===== config.mk =====
export PLATFORM = sky130hd
export DESIGN_NAME = ptc_clock_control
export DESIGN_NICKNAME = d
export VERILOG_FILES = /design/src/ptc_pkg.sv /design/src/ptc_time_if.sv /design/src/ptc_rtc_core.sv /design/src/ptc_clock_control.sv
export SDC_FILE = /design/constraint.sdc
export NUM_CORES = 1
export LEC_CHECK = 0
export ABC_AREA = 0
export ABC_CLOCK_PERIOD_IN_PS = 14270
export BUFFER_PORTS_ARGS = -buffer_cell sky130_fd_sc_hd__buf_2
export CAP_MARGIN = 15
export CORE_UTILIZATION = 28
export DETAILED_ROUTE_END_ITERATION = 8
export GPL_ROUTABILITY_DRIVEN = 1
export PLACE_DENSITY = 0.44
export SLEW_MARGIN = 10
export SYNTH_ARGS = -nofsm -noshare
export SYNTH_HDL_FRONTEND = slang
export SYNTH_SLANG_ARGS = --single-unit

===== constraint.sdc =====
create_clock -name aclk -period 14.27 [get_ports aclk]
set_clock_uncertainty 0.15 [all_clocks]
set_input_delay 0 -clock aclk [delete_from_list [all_inputs] [get_ports aclk]]
set_output_delay 0 -clock aclk [all_outputs]
set_load 0.01 [all_outputs]

===== src/ptc_pkg.sv =====
// constants and register map of the precision time clock control block
package ptc_pkg;

  // register indices; byte address is four times the index
  localparam logic [13:0] CTRL_IDX     = 14'h0500;
  localparam logic [13:0] PHASE_IDX    = 14'h0502;
  localparam logic [13:0] NS_HI_IDX    = 14'h0504;
  localparam logic [13:0] NS_LO_IDX    = 14'h0506;
  localparam logic [13:0] SEC_HI_IDX   = 14'h0508;
  localparam logic [13:0] SEC_LO_IDX   = 14'h050a;
  localparam logic [13:0] RATE_HI_IDX  = 14'h050c;
  localparam logic [13:0] RATE_LO_IDX  = 14'h050e;

  // control register fields
  localparam int CTRL_FREQ_DIS  = 15;
  localparam int CTRL_STEP      = 6;
  localparam int CTRL_STEP_DIR  = 5;
  localparam int CTRL_READ      = 4;
  localparam int CTRL_LOAD      = 3;
  localparam int CTRL_CONT_ADJ  = 2;
  localparam int CTRL_ENABLE    = 1;
  localparam int CTRL_RESET     = 0;
  localparam logic [15:0] CTRL_WR_MASK = 16'h807f;
  localparam logic [15:0] CTRL_SC_MASK = 16'h0059;

  // rate high word fields
  localparam int RATE_DIR       = 15;
  localparam int RATE_TEMP      = 14;
  localparam int RATE_HI_MSB    = 13;

  // reset values
  localparam logic [15:0] CTRL_RST  = 16'h0000;
  localparam logic [2:0]  PHASE_RST = 3'h0;
  localparam logic [15:0] WORD_RST  = 16'h0000;

  // timing
  localparam int CLK_PERIOD_NS  = 8;
  localparam int TICK_PERIOD_NS = 40;
  localparam int PHASE_COUNT    = TICK_PERIOD_NS / CLK_PERIOD_NS;
  localparam logic [2:0]  PHASE_LAST = 3'(PHASE_COUNT - 1);
  localparam logic [31:0] NS_PER_SEC = 32'h3b9a_ca00;
  localparam logic [5:0]  TICK_NS    = 6'(TICK_PERIOD_NS);

  // bus responses
  localparam logic [1:0] RESP_OKAY   = 2'h0;
  localparam logic [1:0] RESP_SLVERR = 2'h2;

endpackage


===== src/ptc_time_if.sv =====
// control and time signals between the register front end and the clock core
`timescale 1ns/1ps
interface ptc_time_if;
  logic        enable;
  logic        clk_reset;
  logic        load;
  logic [2:0]  load_phase;
  logic [31:0] load_ns;
  logic [31:0] load_sec;
  logic        step;
  logic        step_dir;
  logic [31:0] step_ns;
  logic        adj_en;
  logic        rate_dir;
  logic [29:0] rate;
  logic [2:0]  phase;
  logic [31:0] ns;
  logic [31:0] sec;

  modport ctl
  (
    output enable, clk_reset, load, load_phase, load_ns, load_sec,
    output step, step_dir, step_ns, adj_en, rate_dir, rate,
    input  phase, ns, sec
  );

  modport core
  (
    input  enable, clk_reset, load, load_phase, load_ns, load_sec,
    input  step, step_dir, step_ns, adj_en, rate_dir, rate,
    output phase, ns, sec
  );
endinterface


===== src/ptc_rtc_core.sv =====
// running real-time clock: phase divider, sub-ns fraction, ns and seconds
`timescale 1ns/1ps
module ptc_rtc_core
(
  // clock and reset
  input wire logic aclk,
  input wire logic aresetn,
  // control and time
  ptc_time_if.core tif
);

  typedef struct packed
  {
    logic [2:0]  phase;
    logic [29:0] frac;
    logic [31:0] ns;
    logic [31:0] sec;
  } ptc_core_state_t;

  ptc_core_state_t st;
  ptc_core_state_t next_st;

  logic [30:0] frac_sum;
  logic [5:0]  inc;
  logic [32:0] ns_sum;
  logic        tick;

  always_comb
  begin
    next_st  = st;
    frac_sum = {1'b0, st.frac};
    inc      = ptc_pkg::TICK_NS;
    ns_sum   = {1'b0, st.ns};
    tick     = tif.enable && (st.phase >= ptc_pkg::PHASE_LAST);
    if (tif.enable)
    begin
      // 8 ns phases, invalid codes fall back to zero
      next_st.phase = tick ? 3'h0 : st.phase + 3'h1;
    end
    if (tick)
    begin
      if (tif.adj_en)
      begin
        if (tif.rate_dir)
        begin
          frac_sum = {1'b0, st.frac} + {1'b0, tif.rate};
          inc      = frac_sum[30] ? ptc_pkg::TICK_NS + 6'h1 : ptc_pkg::TICK_NS;
        end
        else
        begin
          frac_sum = {1'b0, st.frac} - {1'b0, tif.rate};
          inc      = frac_sum[30] ? ptc_pkg::TICK_NS - 6'h1 : ptc_pkg::TICK_NS;
        end
        next_st.frac = frac_sum[29:0];
      end
      ns_sum = {1'b0, st.ns} + {27'h0, inc};
      if (ns_sum >= {1'b0, ptc_pkg::NS_PER_SEC})
      begin
        ns_sum      = ns_sum - {1'b0, ptc_pkg::NS_PER_SEC};
        next_st.sec = st.sec + 32'h1;
      end
      next_st.ns = ns_sum[31:0];
    end
    if (tif.step)
    begin
      if (tif.step_dir)
      begin
        ns_sum = {1'b0, next_st.ns} + {1'b0, tif.step_ns};
        if (ns_sum >= {1'b0, ptc_pkg::NS_PER_SEC})
        begin
          ns_sum      = ns_sum - {1'b0, ptc_pkg::NS_PER_SEC};
          next_st.sec = next_st.sec + 32'h1;
        end
      end
      else if (next_st.ns >= tif.step_ns)
      begin
        ns_sum = {1'b0, next_st.ns} - {1'b0, tif.step_ns};
      end
      else
      begin
        ns_sum = {1'b0, next_st.ns} + {1'b0, ptc_pkg::NS_PER_SEC}
                 - {1'b0, tif.step_ns};
        next_st.sec = next_st.sec - 32'h1;
      end
      next_st.ns = ns_sum[31:0];
    end
    if (tif.load)
    begin
      next_st.phase = tif.load_phase;
      next_st.ns    = tif.load_ns;
      next_st.sec   = tif.load_sec;
      next_st.frac  = 30'h0;
    end
    if (tif.clk_reset)
    begin
      next_st = '0;
    end
  end

  always_ff @(posedge aclk)
  begin
    if (!aresetn)
      st <= '0;
    else
      st <= next_st;
  end

  assign tif.phase = st.phase;
  assign tif.ns    = st.ns;
  assign tif.sec   = st.sec;

endmodule


===== src/ptc_clock_control.sv =====
// precision time clock control: axi4-lite registers around the clock core
`timescale 1ns/1ps
module ptc_clock_control
#(
  parameter int ADDR_W = 16
)
(
  // clock and reset
  input  wire logic              aclk,
  input  wire logic              aresetn,
  // write address channel
  input  wire logic [ADDR_W-1:0] s_axi_awaddr,
  input  wire logic [2:0]        s_axi_awprot,
  input  wire logic              s_axi_awvalid,
  output      logic              s_axi_awready,
  // write data channel
  input  wire logic [31:0]       s_axi_wdata,
  input  wire logic [3:0]        s_axi_wstrb,
  input  wire logic              s_axi_wvalid,
  output      logic              s_axi_wready,
  // write response channel
  output      logic [1:0]        s_axi_bresp,
  output      logic              s_axi_bvalid,
  input  wire logic              s_axi_bready,
  // read address channel
  input  wire logic [ADDR_W-1:0] s_axi_araddr,
  input  wire logic [2:0]        s_axi_arprot,
  input  wire logic              s_axi_arvalid,
  output      logic              s_axi_arready,
  // read data channel
  output      logic [31:0]       s_axi_rdata,
  output      logic [1:0]        s_axi_rresp,
  output      logic              s_axi_rvalid,
  input  wire logic              s_axi_rready
);

  typedef struct packed
  {
    logic              aw_held;
    logic [ADDR_W-1:0] aw_addr;
    logic              w_held;
    logic [15:0]       w_data;
    logic [1:0]        w_strb;
    logic              bvalid;
    logic [1:0]        bresp;
    logic              rvalid;
    logic [15:0]       rdata;
    logic [1:0]        rresp;
    logic [15:0]       ctrl;
    logic [2:0]        phase;
    logic [15:0]       ns_hi;
    logic [15:0]       ns_lo;
    logic [15:0]       sec_hi;
    logic [15:0]       sec_lo;
    logic [15:0]       rate_hi;
    logic [15:0]       rate_lo;
  } ptc_top_state_t;

  ptc_top_state_t st;
  ptc_top_state_t next_st;

  ptc_time_if tif ();

  ptc_rtc_core u_core
  (
    .aclk    (aclk),
    .aresetn (aresetn),
    .tif     (tif.core)
  );

  // byte-lane merge of a 16-bit register
  function automatic logic [15:0] merge16
  (
    input logic [15:0] old_v,
    input logic [15:0] new_v,
    input logic [1:0]  strb
  );
    logic [15:0] r;
    r = old_v;
    if (strb[0])
      r[7:0] = new_v[7:0];
    if (strb[1])
      r[15:8] = new_v[15:8];
    return r;
  endfunction

  // word index of a byte address
  function automatic logic [13:0] word_idx
  (
    input logic [ADDR_W-1:0] addr
  );
    logic [31:0] wide;
    wide = 32'(addr);
    return wide[15:2];
  endfunction

  // register hookup to the core; self-clearing bits act for one cycle
  always_comb
  begin
    tif.enable     = st.ctrl[ptc_pkg::CTRL_ENABLE];
    tif.clk_reset  = st.ctrl[ptc_pkg::CTRL_RESET];
    tif.load       = st.ctrl[ptc_pkg::CTRL_LOAD];
    tif.load_phase = st.phase;
    tif.load_ns    = {st.ns_hi, st.ns_lo};
    tif.load_sec   = {st.sec_hi, st.sec_lo};
    tif.step       = st.ctrl[ptc_pkg::CTRL_STEP];
    tif.step_dir   = st.ctrl[ptc_pkg::CTRL_STEP_DIR];
    tif.step_ns    = {st.ns_hi, st.ns_lo};
    tif.adj_en     = st.ctrl[ptc_pkg::CTRL_CONT_ADJ];
    tif.rate_dir   = st.rate_hi[ptc_pkg::RATE_DIR];
    tif.rate       = {st.rate_hi[ptc_pkg::RATE_HI_MSB:0], st.rate_lo};
  end

  logic [13:0] w_idx;
  logic [13:0] r_idx;
  logic        w_fire;
  logic        ar_fire;
  logic        w_hit;
  logic [15:0] w_val;
  logic [1:0]  w_lanes;

  assign s_axi_awready = !st.aw_held && !st.bvalid;
  assign s_axi_wready  = !st.w_held && !st.bvalid;
  assign s_axi_arready = !st.rvalid;
  assign s_axi_bvalid  = st.bvalid;
  assign s_axi_bresp   = st.bresp;
  assign s_axi_rvalid  = st.rvalid;
  assign s_axi_rresp   = st.rresp;
  assign s_axi_rdata   = {16'h0, st.rdata};

  always_comb
  begin
    next_st = st;
    w_idx   = word_idx(st.aw_addr);
    r_idx   = word_idx(s_axi_araddr);
    w_fire  = st.aw_held && st.w_held && !st.bvalid;
    ar_fire = s_axi_arvalid && !st.rvalid;
    w_hit   = 1'b0;
    w_val   = st.w_data;
    w_lanes = st.w_strb;

    // capture address and data in either order
    if (s_axi_awvalid && !st.aw_held && !st.bvalid)
    begin
      next_st.aw_held = 1'b1;
      next_st.aw_addr = s_axi_awaddr;
    end
    if (s_axi_wvalid && !st.w_held && !st.bvalid)
    begin
      next_st.w_held = 1'b1;
      next_st.w_data = s_axi_wdata[15:0];
      next_st.w_strb = s_axi_wstrb[1:0];
    end
    if (st.bvalid && s_axi_bready)
    begin
      next_st.bvalid = 1'b0;
    end
    if (st.rvalid && s_axi_rready)
    begin
      next_st.rvalid = 1'b0;
    end

    // self-clearing command bits drop after their one active cycle
    next_st.ctrl = st.ctrl & ~ptc_pkg::CTRL_SC_MASK;

    // coherent snapshot of the running time, all fields in one cycle
    if (st.ctrl[ptc_pkg::CTRL_READ])
    begin
      next_st.phase  = tif.phase;
      next_st.ns_hi  = tif.ns[31:16];
      next_st.ns_lo  = tif.ns[15:0];
      next_st.sec_hi = tif.sec[31:16];
      next_st.sec_lo = tif.sec[15:0];
    end

    // register write; a software write wins over self clear and snapshot
    if (w_fire)
    begin
      next_st.aw_held = 1'b0;
      next_st.w_held  = 1'b0;
      next_st.bvalid  = 1'b1;
      w_hit           = 1'b1;
      case (w_idx)
        ptc_pkg::CTRL_IDX:
        begin
          next_st.ctrl = merge16(next_st.ctrl, w_val, w_lanes)
                         & ptc_pkg::CTRL_WR_MASK;
        end
        ptc_pkg::PHASE_IDX:
        begin
          // codes 5 to 7 are stored as written
          if (w_lanes[0])
            next_st.phase = w_val[2:0];
        end
        ptc_pkg::NS_HI_IDX:
          next_st.ns_hi = merge16(next_st.ns_hi, w_val, w_lanes);
        ptc_pkg::NS_LO_IDX:
          next_st.ns_lo = merge16(next_st.ns_lo, w_val, w_lanes);
        ptc_pkg::SEC_HI_IDX:
          next_st.sec_hi = merge16(next_st.sec_hi, w_val, w_lanes);
        ptc_pkg::SEC_LO_IDX:
          next_st.sec_lo = merge16(next_st.sec_lo, w_val, w_lanes);
        ptc_pkg::RATE_HI_IDX:
          next_st.rate_hi = merge16(next_st.rate_hi, w_val, w_lanes);
        ptc_pkg::RATE_LO_IDX:
          next_st.rate_lo = merge16(next_st.rate_lo, w_val, w_lanes);
        default:
          w_hit = 1'b0;
      endcase
      next_st.bresp = w_hit ? ptc_pkg::RESP_OKAY : ptc_pkg::RESP_SLVERR;
    end

    // register read
    if (ar_fire)
    begin
      next_st.rvalid = 1'b1;
      next_st.rresp  = ptc_pkg::RESP_OKAY;
      case (r_idx)
        ptc_pkg::CTRL_IDX:
          next_st.rdata = st.ctrl;
        ptc_pkg::PHASE_IDX:
          next_st.rdata = {13'h0, st.phase};
        ptc_pkg::NS_HI_IDX:
          next_st.rdata = st.ns_hi;
        ptc_pkg::NS_LO_IDX:
          next_st.rdata = st.ns_lo;
        ptc_pkg::SEC_HI_IDX:
          next_st.rdata = st.sec_hi;
        ptc_pkg::SEC_LO_IDX:
          next_st.rdata = st.sec_lo;
        ptc_pkg::RATE_HI_IDX:
          next_st.rdata = st.rate_hi;
        ptc_pkg::RATE_LO_IDX:
          next_st.rdata = st.rate_lo;
        default:
        begin
          next_st.rdata = 16'h0;
          next_st.rresp = ptc_pkg::RESP_SLVERR;
        end
      endcase
    end
  end

  always_ff @(posedge aclk)
  begin
    if (!aresetn)
    begin
      st         <= '0;
      st.ctrl    <= ptc_pkg::CTRL_RST;
      st.phase   <= ptc_pkg::PHASE_RST;
      st.ns_hi   <= ptc_pkg::WORD_RST;
      st.ns_lo   <= ptc_pkg::WORD_RST;
      st.sec_hi  <= ptc_pkg::WORD_RST;
      st.sec_lo  <= ptc_pkg::WORD_RST;
      st.rate_hi <= ptc_pkg::WORD_RST;
      st.rate_lo <= ptc_pkg::WORD_RST;
    end
    else
    begin
      st <= next_st;
    end
  end

endmodule


==> impl_results.md <==
- Top fanout value on the critical path: 22
- Total CTS buffers: 34
- Yosys Warn Count: 0
- CP peak stage delay: 0.66 ns
- Detailed placement HPWL: 77.3 mm
- Post-synth design cell area: 25400 um2
- CP max stage cell: sky130_fd_sc_hd__a211oi_1
- EDFF count, synth: 0
- Final worst slack: 1.02 ns
- MaxCap Viol Count: 0
- Clock network latency to the later pin of the worst-skew pair: 0.57 ns
- Weighted congestion reported at the end of routability-driven placement: 0.886
- Global-route wire length before repair: 153 mm
- Remaining DRCs: 0
- Highest attainable clock frequency: 75.5 MHz
- Critical Path Source Type: register
- Clock transition at the registers of the reported paths: 0.06 ns
- RR Endpoint: u_core.tif.sec[16]
- Count of final hold-check violations: 0
- Horiz. Die Dim: 303 um
- Die footprint: 92000 um2
- Post-Route WL: 102 mm
- Cell count after placement: 4527
- Transition time at the pin with the least slew margin: 1.18 ns
- Post-synth ARST share: 0%
- Average wire length per cell after detail routing: 21.9 um
- Worst Hold Depth: 4
- Pwr/cell area: 60.5 nW/um2
- Core box area: 90000 um2
- Final global-route overflow total: 0
- Initial Util: 28.3%
- Fraction of layout cells with a size suffix above 1: 8.67%
- RSZ-0062 raised after global routing: no
- Clock Tree Root: sky130_fd_sc_hd__clkbuf_16
- Count of clock tree sinks: 258
- Post-layout instance count excluding filler cells: 4660
- Site row count: 110
- Share of Yosys cell area claimed by the top area cell type: 20.3%
- Drt pass-1 iters: 5
- R2r setup slk: 1.02 ns
- Worst Reg2Reg Path Length in Cells: 55
- Most repeated library cell on the critical path: sky130_fd_sc_hd__a21oi_1
- Average footprint of a synthesized cell: 7.43 um2
- Number of instances in the synthesized netlist: 3422
- Time the final worst path needs with I/O delays and setup: 13.25 ns
- Worst Path Arrival: 13.61 ns
- Initial detailed-routing violation count: 2087
- Worst slack at placement: 0.329 ns
- Critical path class: register to register
- Antenna violations before repair: 1
- Worst min-delay path endpoint: st[155]
- Max-slew violation total from the final report: 0
- Summed negative setup slack over all endpoints: 0 ns
- Setup crit end kind: register
- Number of global-route vias before repair: 24200
- Number of port buffers: 75
- I/O pin count: 122
- Count of endpoints failing setup in the final report: 0
- Largest net degree at the start of global routing: 82
- Run status: completed
- CTS tree: done
- Gr usage total: 21.8%
- Htree depth: 2
- Routed via count divided by cell count: 5.42
- Vias after detailed routing: 25300
- Yosys cell types: 103
- Fin nets: 3750
- Type of the tightest min-delay check: primary input to register
- RR Startpoint: st[0]
- Static leakage: 11.0 nW
- CP required: 14.63 ns
- Fin crit share: 92.8%
- Cell types with the largest area share after synthesis: sky130_fd_sc_hd__dfxtp_1 (20%), sky130_fd_sc_hd__ha_1 (9.2%), sky130_fd_sc_hd__nand2_1 (5.8%)
- Start point of the worst min-delay path: s_axi_wvalid
- Dominant register cell in the synthesized netlist: sky130_fd_sc_hd__dfxtp_1
- Number of register bits inferred by synthesis: 258
- Number of buffers on the longest clock path: 3
- Register area share after synthesis: 20.3%
- Largest vdd supply drop: 77.6 uV
- Residual antenna-violating net count after detailed routing: 0
- Worst-case headroom to the max-slew limit: 20.9%
- Area growth from synthesis to layout: 13.6%
- Die Y: 303 um
- Cell accounting for the most synthesized area: sky130_fd_sc_hd__dfxtp_1
[what timing repair did]
action / in CTS / in global routing
buffers inserted: 0 / 5
endpoints found under the hold margin: 83 / 0
hold buffers: 65 / 0
gates resized for setup: 0 / 29
endpoints found under the setup margin: 0 / 55
[cells in the final DEF, fill, tap and decap left out, drive strengths merged, types with 38 or more instances in the layout]
master,n
nand2,390
nor2,285
dfxtp,258
a21oi,209
inv,205
ha,188
o21ai,164
xnor2,157
buf,152
nand3,108
mux2i,105
nor3,87
xor2,74
nor2b,70
a211oi,66
a22oi,66
dlygate4sd3,65
o211ai,57
and3,48
clkbuf,46
a21boi,40
or3,38
[worst max-delay path by stage]
stage	from	end	cells past startpoint
2_1_floorplan	st[0]	u_core.tif.sec[27]	58
3_3_place_gp	st[0]	u_core.tif.sec[16]	54
3_5_place_dp	st[0]	u_core.tif.sec[16]	54
4_1_cts	st[0]	u_core.tif.sec[16]	54
5_1_grt	st[0]	u_core.tif.sec[31]	56
6_report	st[0]	u_core.tif.sec[16]	55
[Yosys cell counts (all sizes together) (24+ instances only)]
cell type / number
o211ai: 57
nand2: 390
buf: 80
o21ai: 164
nand3: 108
a21oi: 209
and3: 48
and2: 34
a211oi: 66
nor2: 285
a21o: 26
ha: 188
a21boi: 40
clkbuf: 154
nand4: 28
or3: 38
nor4: 28
dfxtp: 258
o31ai: 27
xnor2: 157
o21bai: 24
nand2b: 29
inv: 204
xor2: 74
a31oi: 37
nor3: 87
a22oi: 66
nor2b: 70
o211a: 33
o21a: 26
mux2i: 105
[registers in the layout, indices dropped and copies added (netlist names)]
| register | flops |
|---|---|
| s_axi_rresp | 1 |
| s_axi_bvalid | 1 |
| u_core.tif.sec | 32 |
| w_lanes | 2 |
| w_val | 16 |
| s_axi_rvalid | 1 |
| u_core.tif.ns | 32 |
| s_axi_rdata | 16 |
| st | 120 |
| u_core.st | 30 |
| s_axi_bresp | 1 |
| tif.load_phase | 3 |
| u_core.tif.phase | 3 |
[where the power goes]
group          internal, mW  switching [mW]  total [mW]
Combinational        0.0319          0.0439      0.0758
Sequential            0.728          0.0208       0.748
Clock                 0.549           0.377       0.925
Total                  1.31           0.441        1.75
[metal layers]
metal	GRT usage [%]	vias up	part of all wire, %
met5	0	-	0
met4	7.08	0	3.2
met3	2.76	131	5.5
met2	34.9	757	44
met1	30.1	12100	47
li1	-	12200	-
[cell families after synthesis]
group           Yosys count  synth area share, %
simple gates           1228                 23.4
other cells               1               0.0147
buf+inv                 439                 7.23
fa+ha+maj               210                 11.0
mux                     115                 4.57
flops                   258                 20.3
compound gates          940                 25.5
xor+xnor                231                 7.98
[worst max-delay path, delay by kind of cell (launching register included)]
| family | cells | cell delay (ns) |
|---|---|---|
| xor gates and xnor gates | 2 | 0.40 |
| AOI/OAI and AO/OA | 33 | 7.73 |
| adders and majority gates | 5 | 1.44 |
| buffers and inverters | 4 | 0.60 |
| muxes | 1 | 0.20 |
| DFF | 1 | 0.38 |
| and+or+nand+nor | 10 | 2.27 |
[metrics by stage]
stage	utilization [%]	area (um2)	hold WS (ns)	power (mW)
2_1_floorplan	-	25500	-0.0122	0.790
3_3_place_gp	29.9	26900	0.111	0.824
3_5_place_dp	29.9	26900	0.107	0.824
4_1_cts	31.9	28700	0.0117	1.77
5_1_grt	32.1	28900	0.0942	1.80
6_report	32.1	28900	0.0294	1.75
[area by class of cell]
type	instances	area, um2
inverter	205	769
clock inverter	15	186
timing repair buffer	218	1640
sequential	258	5180
fill	9810	61100
tap	1176	1470
multi-input combinational	2742	18700
clock buffer	45	995
antenna	1	2.50
No activity file was read; power rests on OpenSTA's default activity.
